--- src/dma_xfer_pkg.sv ---
`default_nettype none
package dma_xfer_pkg;
  // Byte count width
  localparam int LEN_W = 16;
  // Device register byte addresses
  localparam logic [31:0] CTRL_ADDR = 32'hE0017E2C;
  localparam logic [31:0] SIZE_ADDR = 32'hE0017E30;
  // Transfer control field positions
  localparam int B_READY = 15;
  localparam int B_ERR = 14;
  localparam int B_BUSY = 13;
  localparam int B_VALID = 12;
  localparam int B_LONG = 10;
  localparam int B_DIR = 9;
  localparam int B_EN = 8;
  localparam int SOCK_LSB = 0;
  localparam int SOCK_W = 8;
  // Reset values
  localparam logic [15:0] CTRL_RST = 16'h0000;
  localparam logic [15:0] SIZE_RST = 16'h0000;
  // Cycles the length valid flag stays low after a control write
  localparam logic [3:0] SETTLE_CYCLES = 4'h4;
  // Controller software register offsets
  localparam logic [2:0] SW_CMD = 3'h0;
  localparam logic [2:0] SW_TRIM = 3'h1;
  localparam logic [2:0] SW_STAT = 3'h2;
  localparam logic [2:0] SW_COUNT = 3'h3;
  localparam logic [2:0] SW_EVENT = 3'h4;
  localparam logic [2:0] SW_MASK = 3'h5;
  // Command bits besides the control layout
  localparam int C_GO = 8;
  localparam int C_ABORT = 11;
  // Event bits
  localparam int EV_DONE = 0;
  localparam int EV_ERR = 1;
  localparam int EV_READY = 2;
  localparam int EV_W = 3;
  // Controller sequencer states, Gray from each state to the next in the listed order
  typedef enum logic [3:0] {
    ST_IDLE = 4'h0,
    ST_START = 4'h1,
    ST_POLL_RD = 4'h3,
    ST_POLL_WT = 4'h2,
    ST_SIZE_RD = 4'h6,
    ST_SIZE_WT = 4'h7,
    ST_TRIM = 4'h5,
    ST_BUSY_RD = 4'h4,
    ST_BUSY_WT = 4'hC,
    ST_STOP = 4'hD
  } host_st_e;
endpackage : dma_xfer_pkg
`default_nettype wire

--- src/dma_xfer_if.sv ---
`timescale 1ns/100ps
`default_nettype none
interface dma_xfer_if;
  logic [31:0] addr;
  logic [15:0] wdata;
  logic wr;
  logic rd;
  logic [15:0] rdata;
  // Processor side issues accesses
  modport host (output addr, output wdata, output wr, output rd, input rdata);
  // Device side answers them
  modport dev (input addr, input wdata, input wr, input rd, output rdata);
endinterface : dma_xfer_if
`default_nettype wire

--- src/dma_xfer_host.sv ---
// Local design decision: strobed register access.
`timescale 1ns/100ps
`default_nettype none
module dma_xfer_host
  import dma_xfer_pkg::*;
(
  input wire logic mclk, // 40 MHz clock
  input wire logic arst_n, // Async reset, active low
  input wire logic [2:0] sw_addr, // Software register offset
  input wire logic [15:0] sw_wdata, // Software write data
  input wire logic sw_wr, // Software write strobe
  input wire logic sw_rd, // Software read strobe
  output logic [15:0] sw_rdata, // Read data, cycle after strobe
  output logic irq, // Unmasked event pending
  dma_xfer_if.host pp // Processor port to device
);

  typedef struct packed {
    host_st_e st;
    logic [SOCK_W-1:0] sock;
    logic dir;
    logic lng;
    logic [LEN_W-1:0] trim;
    logic [LEN_W-1:0] count;
    logic [15:0] ctrl;
    logic [EV_W-1:0] ev;
    logic [EV_W-1:0] mask;
    logic rd_d1;
    logic [31:0] addr;
    logic [15:0] wdata;
    logic wr;
    logic rd;
    logic [15:0] sw_rdata;
    logic irq;
  } host_s;

  host_s q;
  host_s d;

  // Control word with chosen fields and enable
  function automatic logic [15:0] ctrl_cmd(input host_s s, input logic en);
    logic [15:0] w;
    w = CTRL_RST;
    w[SOCK_LSB +: SOCK_W] = s.sock;
    w[B_DIR] = s.dir;
    w[B_LONG] = s.lng;
    w[B_EN] = en;
    return w;
  endfunction : ctrl_cmd

  logic [EV_W-1:0] ev_set;
  logic [EV_W-1:0] ev_clr;

  // Next-state logic
  always_comb begin
    d = q;
    d.wr = 1'b0;
    d.rd = 1'b0;
    d.rd_d1 = q.rd;
    d.sw_rdata = 16'h0000;
    ev_set = '0;
    ev_clr = '0;

    // Software reads
    if (sw_rd) begin
      case (sw_addr)
        SW_CMD: d.sw_rdata = ctrl_cmd(q, 1'b0);
        SW_TRIM: d.sw_rdata = q.trim;
        SW_STAT: d.sw_rdata = {q.ctrl[15:12], 11'h000, q.st != ST_IDLE};
        SW_COUNT: d.sw_rdata = q.count;
        SW_EVENT: d.sw_rdata = {13'h0000, q.ev};
        SW_MASK: d.sw_rdata = {13'h0000, q.mask};
        default: d.sw_rdata = 16'h0000;
      endcase
    end

    // Transfer sequencer
    case (q.st)
      ST_IDLE: d.st = d.st;
      ST_START: begin
        d.addr = CTRL_ADDR;
        d.wdata = ctrl_cmd(q, 1'b1);
        d.wr = 1'b1;
        d.st = ST_POLL_RD;
      end
      ST_POLL_RD: begin
        d.addr = CTRL_ADDR;
        d.rd = 1'b1;
        d.st = ST_POLL_WT;
      end
      ST_POLL_WT: begin
        if (q.rd_d1) begin
          d.ctrl = pp.rdata;
          if (pp.rdata[B_ERR]) begin
            ev_set[EV_ERR] = 1'b1;
            d.st = ST_IDLE;
          end else if (pp.rdata[B_VALID] || pp.rdata[B_READY]) begin
            d.st = ST_SIZE_RD;
          end else begin
            d.st = ST_POLL_RD;
          end
        end
      end
      ST_SIZE_RD: begin
        d.addr = SIZE_ADDR;
        d.rd = 1'b1;
        d.st = ST_SIZE_WT;
      end
      ST_SIZE_WT: begin
        if (q.rd_d1) begin
          d.count = pp.rdata[LEN_W-1:0];
          if (q.dir && q.trim != '0 && q.trim < pp.rdata[LEN_W-1:0]) begin
            d.st = ST_TRIM;
          end else begin
            d.st = ST_BUSY_RD;
          end
        end
      end
      ST_TRIM: begin
        d.addr = SIZE_ADDR;
        d.wdata = q.trim;
        d.wr = 1'b1;
        d.count = q.trim;
        d.st = ST_BUSY_RD;
      end
      ST_BUSY_RD: begin
        d.addr = CTRL_ADDR;
        d.rd = 1'b1;
        d.st = ST_BUSY_WT;
      end
      ST_BUSY_WT: begin
        if (q.rd_d1) begin
          d.ctrl = pp.rdata;
          ev_set[EV_READY] = pp.rdata[B_READY];
          if (pp.rdata[B_BUSY]) begin
            d.st = ST_BUSY_RD;
          end else if (pp.rdata[B_ERR]) begin
            ev_set[EV_ERR] = 1'b1;
            d.st = pp.rdata[B_EN] ? ST_STOP : ST_IDLE;
          end else if (pp.rdata[B_EN]) begin
            d.st = ST_STOP;
          end else begin
            ev_set[EV_DONE] = 1'b1;
            d.st = ST_IDLE;
          end
        end
      end
      ST_STOP: begin
        d.addr = CTRL_ADDR;
        d.wdata = ctrl_cmd(q, 1'b0);
        d.wr = 1'b1;
        ev_set[EV_DONE] = 1'b1;
        d.st = ST_IDLE;
      end
      default: d.st = ST_IDLE;
    endcase

    // Software writes, after the sequencer so an abort is never lost
    if (sw_wr) begin
      case (sw_addr)
        SW_CMD: begin
          if (q.st == ST_IDLE && sw_wdata[C_GO]) begin
            d.sock = sw_wdata[SOCK_LSB +: SOCK_W];
            d.dir = sw_wdata[B_DIR];
            d.lng = sw_wdata[B_LONG];
            d.st = ST_START;
          end else if (q.st != ST_IDLE && sw_wdata[C_ABORT]) begin
            d.st = ST_STOP;
          end
        end
        SW_TRIM: d.trim = sw_wdata[LEN_W-1:0];
        SW_EVENT: ev_clr = sw_wdata[EV_W-1:0];
        SW_MASK: d.mask = sw_wdata[EV_W-1:0];
        default: d.mask = q.mask;
      endcase
    end

    // Sticky events, set wins over write-one clear
    d.ev = (q.ev & ~ev_clr) | ev_set;
    d.irq = |(d.ev & d.mask);
  end

  // State register
  always_ff @(posedge mclk or negedge arst_n) begin
    if (!arst_n) begin
      q <= '0;
    end else begin
      q <= d;
    end
  end

  // Outputs straight from state
  assign sw_rdata = q.sw_rdata;
  assign irq = q.irq;
  assign pp.addr = q.addr;
  assign pp.wdata = q.wdata;
  assign pp.wr = q.wr;
  assign pp.rd = q.rd;

endmodule : dma_xfer_host
`default_nettype wire

--- src/flat_wrapper.sv ---
// flat-port wrapper written by rule: the top's interface ports become plain ports
module dma_xfer_host_flat import dma_xfer_pkg::*;
  (mclk, arst_n, sw_addr, sw_wdata, sw_wr, sw_rd, sw_rdata, irq, pp_addr, pp_wdata, pp_wr, pp_rd, pp_rdata);
  dma_xfer_if pp_i ();
  input wire logic mclk;
  input wire logic arst_n;
  input wire logic [2:0] sw_addr;
  input wire logic [15:0] sw_wdata;
  input wire logic sw_wr;
  input wire logic sw_rd;
  output logic [15:0] sw_rdata;
  output logic irq;
  output wire logic [$bits(pp_i.addr)-1:0] pp_addr;
  output wire logic [$bits(pp_i.wdata)-1:0] pp_wdata;
  output wire logic [$bits(pp_i.wr)-1:0] pp_wr;
  output wire logic [$bits(pp_i.rd)-1:0] pp_rd;
  input wire logic [$bits(pp_i.rdata)-1:0] pp_rdata;
  assign pp_addr = pp_i.addr;
  assign pp_wdata = pp_i.wdata;
  assign pp_wr = pp_i.wr;
  assign pp_rd = pp_i.rd;
  assign pp_i.rdata = pp_rdata;
  dma_xfer_host u_core (.mclk(mclk), .arst_n(arst_n), .sw_addr(sw_addr), .sw_wdata(sw_wdata), .sw_wr(sw_wr), .sw_rd(sw_rd), .sw_rdata(sw_rdata), .irq(irq), .pp(pp_i));
endmodule
--- config.mk ---
export PLATFORM = sky130hd
export DESIGN_NAME = dma_xfer_host_flat
export DESIGN_NICKNAME = d
export VERILOG_FILES = /design/src/dma_xfer_pkg.sv /design/src/dma_xfer_if.sv /design/src/dma_xfer_host.sv /design/src/flat_wrapper.sv
export SDC_FILE = /design/constraint.sdc
export NUM_CORES = 1
export LEC_CHECK = 0
export BUFFER_PORTS_ARGS = -buffer_cell sky130_fd_sc_hd__buf_2
export CAP_MARGIN = 40
export CORE_MARGIN = 8
export CORE_UTILIZATION = 45
export DETAILED_ROUTE_END_ITERATION = 12
export PLACE_DENSITY = 0.68
export SLEW_MARGIN = 20
export SYNTH_ARGS = -nofsm -noshare
export SYNTH_HDL_FRONTEND = slang
export SYNTH_SLANG_ARGS = --single-unit
--- constraint.sdc ---
create_clock -name mclk -period 2.55 [get_ports mclk]
set_input_delay 0.3825 -clock mclk [delete_from_list [all_inputs] [get_ports mclk]]
set_output_delay 0.3825 -clock mclk [all_outputs]
set_load 0.01 [all_outputs]
# Yosys cells after proc, flatten, opt, wreduce, memory -nomap -nowiden
# Index checks and enable logic that the tools add are counted.
[word_totals] ff_bits=136 output_inout_bits=67 word_cells=92
[classes] order_cmp=1 n_eq_ne=15 muxes=35 bitwise=4 n_reduce_logical=21
[ops] op="16-bit one-hot mux with 6 select lines" n=1
[ops] op="32-bit one-hot mux with 2 select lines" n=1
[ops] op="17-bit one-hot mux with 3 select lines" n=1
[ops] op="16-bit 2-to-1 mux" n=3
[ops] op="4-bit one-hot mux with 9 select lines" n=1
[ops] op="16-bit one-hot mux with 2 select lines" n=1
[ops] op="30-bit 2-to-1 mux" n=1
[ops] op="4-bit 2-to-1 mux" n=7
[ops] op="3-bit 2-to-1 mux" n=7
[ops] op="4-bit by 3-bit == test with 1-bit output (second input constant)" n=4
[ops] op="16-bit less-than comparator" n=1
[ops] op="16-bit nonzero test" n=1
[ops] op="14-bit 2-to-1 mux" n=1
[ops] op="10-bit 2-to-1 mux" n=1
[ops] op="4-bit by 2-bit == test with 1-bit output (second input constant)" n=2
[ops] op="4-bit == test (second input constant)" n=2
[ops] op="1-bit 2-to-1 mux" n=7
[ops] op="3-bit bitwise AND" n=2
[ops] op="3-bit by 2-bit == test with 1-bit output (second input constant)" n=2
[ops] op="3-bit == test (second input constant)" n=2
[ops] op="2-bit AND reduction" n=3
[ops] op="3-bit OR reduction" n=2
[ops] op="4-bit by 1-bit == test with 1-bit output (second input constant)" n=1
[ops] op="1-bit logical AND" n=4
[ops] op="15 further kinds" n=18

# Longest topological paths before layout
[depth] word_depth=10 mapped_depth=7 ltp_nobuf=7

# Worst setup path before layout
# OpenSTA, ideal clock, no wires.
[synth_timing] path_kind="input to register" start="in sw_addr[2]" end="reg u_core.q[112] in the netlist's numbering" setup_time_ps=125 arrival_time_ps=1545 setup_slack_ps=880 cell_stages=6 n_path_buf=3 path_cell_list="buf_2 -> and2b_1 -> nor2b_1 -> buf_2 -> buf_4 -> mux2_2"
[synth_via] elab_chain_cells=2
[synth_rtl] element="start: declaration" line_no="flat_wrapper.sv:7" source="input wire logic [2:0] sw_addr;"
[synth_rtl] element="3-bit by 1-bit == test with 1-bit output" line_no="dma_xfer_host.sv:160" source="case (sw_addr)"
[synth_rtl] element="2-bit AND reduction (no line)"
[synth_rtl] element="end signal: assignment" line_no="dma_xfer_host.sv:186" source="q <= '0;"
[synth_rtl] element="end signal: assignment" line_no="dma_xfer_host.sv:188" source="q <= d;"
[synth_rtl] element="end: declaration" line_no="dma_xfer_host.sv:37" source="host_s q;"
# No other way between the ends.
# A chain may end at the register's enable or synchronous reset.

# Worst setup path in the final report
[layout_timing] start="reg u_core.q[135] in the netlist's numbering" end="reg u_core.q (netlist bit u_core.pp.wdata[6])"
[layout_via] elab_chain_cells=2 word_cells_on_any_way=5
[layout_rtl] element="4-bit == test (tied with other cells)" line_no="dma_xfer_host.sv:78" source="case (q.st)"
[layout_rtl] element="17-bit one-hot mux with 3 select lines or 3-bit nonzero test (tied branches)"
# Several ways; a longest one is shown, not always the timed one.

==> flow_summary.toml <==
[clocking]
clockBufferDepth = 2
cts_setup_buffers = 0
clkSlewWorstSetupHoldPaths_ns = 0.07
cts_buffers = 9
clockRootBuffer = "sky130_fd_sc_hd__clkbuf_16"
cts_hold_buf = 0
worst_skew_pair.late_latency_ns = 0.35
ctsHtreeMaxLevel = 3
cts_resized = 0
clock-sinks = 95
tritoncts_clock_tree = "yes"

[power]
power.internal_mw = 3.55
power.share.switching = 0.349
power.clock.fraction = 0.235
cellLeakagePower_nw = 2.80
vdd.ir_drop.worst_v = 0.000437
power_frac_seq = 0.459
p_switching_mw = 1.91
power.density_cell_area_mw_per_mm2 = 976
comb_power_frac = 0.306

[critical_path]
reg2reg_slack_ns = 0.44
worst-endpoint-arrival_ns = 2.39
crit_chain = "nor2b_4, and2_1, nor2_2, a221o_1"
critical_path.reg2reg.endpoint = "u_core.pp.wdata[6]$_DFFE_PN0P_"
cp-startpoint = "u_core.q[135]$_DFF_PN0_"
type_of_origin_of_the_critical_path = "flop"
end_kind = "flop"
setup.worst_path.class = "reg2reg"
crit_required_ns = 2.83
timing.reg2reg.worst_path_depth = 4
critical_path.reg2reg.startpoint = "u_core.q[135]$_DFF_PN0_"
cp_slowest_stage_delay_ns = 0.69
worst-path-max-fanout = 16
crit_path_top_delay_cell = "sky130_fd_sc_hd__dfrtp_1"

[grt]
via_count_of_the_first_global_routing_pass = 3755
grt-ovfl-total = 0
antenna_found_initial = 1
gr-usage-all-layers = 0.171
grt_start_max_net_pins = 64
grt_pass1_wl_um = 19800

[floorplanning]
row_count = 39
floorplan.core_area_sq_mm = 0.0113
die_h_um = 123
die_x_um = 123
die_area_sq_mm = 0.0150
effective_utilization_at_floorplan = 0.453
design.portCount = 106

[timing]
timing.final.crit_share = 0.828
finClkSkew_ns = 0.00659
rsz0062_at_grt = "no"
setup_viol = 0
fmax_mhz = 473
final_max_slew_violation_count = 0
finalHoldWorstSlack_ns = 0.276
slew_headroom = 0.464
hold_violations = 0
fin_ws_ns = 0.438
finalWorstPathRequiredPeriod_ns = 2.11
tns_ns = 0
worstMarginPinSlew_ns = 0.804

[finish]
synthToLayoutAreaGrowth_pct = 9.47
n_antenna_cell = 0
layout-drive-gt1-share = 0.308
nets = 565

[synthesis]
syn_inst = 472
dominant_synthesized_flop_cell = "sky130_fd_sc_hd__dfrtp_1"
asyncSetResetFlopFracSynth = 1.00
yosysMostFrequentCell = "sky130_fd_sc_hd__dfrtp_1"
netlist-cell-type-count = 56
number_of_synthesized_flops_with_an_enable_pin = 0
synth-seq-area-share = 0.465
yosys_register_bits = 95
yosysTopAreaCellShare = 0.465
synth_top_cells_by_count = "sky130_fd_sc_hd__dfrtp_1 (95), sky130_fd_sc_hd__buf_4 (66), sky130_fd_sc_hd__mux2_2 (37)"
synth.yosys.warnings = 0
synthesis.area_sq_mm = 0.00511
post-synth-top-area-cell = "sky130_fd_sc_hd__dfrtp_1"
synth_top_cells_by_area = "sky130_fd_sc_hd__dfrtp_1 (47%), sky130_fd_sc_hd__buf_4 (9.7%), sky130_fd_sc_hd__mux2_2 (8.2%)"
post_synth.cell_area_avg_sq_um = 10.8

[min_path]
min-delay-path-class = "in2reg"
whs_endpoint = "u_core.q[121]$_DFFE_PN0P_"
worstHoldStart = "sw_wdata[15]"
worstHoldPathCells = 2

[detailed_routing]
routedWlPerCell_um = 19.3
dr.pass1.iters = 5
mean_number_of_vias_per_cell = 5.54
number_of_vias_in_the_routed_layout = 3648
antenna_violating_nets_post_route = 0
drc = 0
drt_iter0_markers = 310
drt_wl_total_um = 12700

[place]
dp_hpwl_um = 9190
placement.io_buffers = 87
gp_congestion = 0.823
dp_worst_setup_slack_ns = 0.476

[outcome]
run_status = "finished clean"

[run]
max-cap-violations = 0
cell usage in the layout (no fill, tap or decap), types with 3 or more instances in the layout:
cell                         n
sky130_fd_sc_hd__nand2_1    36
sky130_fd_sc_hd__nor2b_1     9
sky130_fd_sc_hd__mux2i_1    10
sky130_fd_sc_hd__a22o_1      5
sky130_fd_sc_hd__nand3b_1    3
sky130_fd_sc_hd__buf_4       8
sky130_fd_sc_hd__mux2_2     37
sky130_fd_sc_hd__mux4_2      3
sky130_fd_sc_hd__clkbuf_16   9
sky130_fd_sc_hd__o21ai_0     7
sky130_fd_sc_hd__a21oi_1     9
sky130_fd_sc_hd__a31oi_1     8
sky130_fd_sc_hd__nand2b_1    9
sky130_fd_sc_hd__nand3_1     5
sky130_fd_sc_hd__nor4_1      4
sky130_fd_sc_hd__a22oi_1    10
sky130_fd_sc_hd__a221o_1    20
sky130_fd_sc_hd__a21boi_0    4
sky130_fd_sc_hd__dfrtp_1    95
sky130_fd_sc_hd__nor2_1     29
sky130_fd_sc_hd__ha_1       15
sky130_fd_sc_hd__buf_2      86
sky130_fd_sc_hd__and3_1     10
sky130_fd_sc_hd__a211oi_1    4
sky130_fd_sc_hd__conb_1     18
sky130_fd_sc_hd__nand4_1     5
sky130_fd_sc_hd__inv_1      18
kinds of logic after synthesis:
family	Yosys count	share of synthesized area
and+or+nand+nor	129	0.136
buffers and inverters	104	0.129
DFF	95	0.465
AOI/OAI and AO/OA	78	0.118
muxes	50	0.114
adders and majority gates	15	0.0367
other	1	0.000734
how the worst max path moves through the flow:
stage | cells after the start | end
floorplan | 6 | u_core.q[112]$_DFFE_PN0P_
detailed placement | 4 | u_core.pp.wdata[9]$_DFFE_PN0P_
global route | 4 | u_core.pp.wdata[7]$_DFFE_PN0P_
CTS | 4 | u_core.pp.wdata[0]$_DFFE_PN0P_
global placement | 4 | u_core.pp.wdata[4]$_DFFE_PN0P_
finish | 4 | u_core.pp.wdata[6]$_DFFE_PN0P_
critical path: cells and delay by family (launching register included):
family | cells | cell delay, ns
flip-flops | 1 | 0.69
AND/OR/NAND/NOR | 3 | 1.08
AO/OA/AOI/OAI | 1 | 0.26
final cells by class:
cell class / count / area (sq um)
tap: 143 / 179
sequential: 95 / 2380
multi-input combinational: 290 / 2140
fill: 1027 / 5680
inverter: 18 / 67.6
clock buffer: 10 / 239
timing repair buffer: 97 / 548
clock inverter: 6 / 43.8
flip-flops by register name (all words and copies together), names as in the netlist:
register,count
u_core.pp.addr,3
u_core.pp.wr,1
u_core.pp.rd,1
u_core.sw_rdata,16
u_core.irq,1
u_core.pp.wdata,16
u_core.q,57
metal layers:
layer	share of wire	wire length, um	GRT usage
met3	0.059	744	0.0442
met2	0.49	6240	0.286
met5	0.00063	8	0
met4	0.0093	118	0.0442
met1	0.44	5580	0.216
through the flow:
stage	utilization	cell area, sq um	power [mW]	cells
2_1_floorplan	-	5170	3.79	489
3_3_place_gp	0.468	5280	4.14	641
3_5_place_dp	0.468	5280	4.19	641
4_1_cts	0.493	5560	5.49	657
5_1_grt	0.496	5600	5.81	659
6_report	0.496	5600	5.46	659
power groups by stage:
stage	registers [mW]	clock network, mW	logic [mW]
finish	2.51	1.28	1.67
global route	2.57	1.38	1.85
CTS	2.50	1.31	1.68
detailed placement	2.52	0	1.67
global placement	2.51	0	1.63
floorplan	2.32	0	1.47
Note: power is estimated with default switching activity, not from simulation.
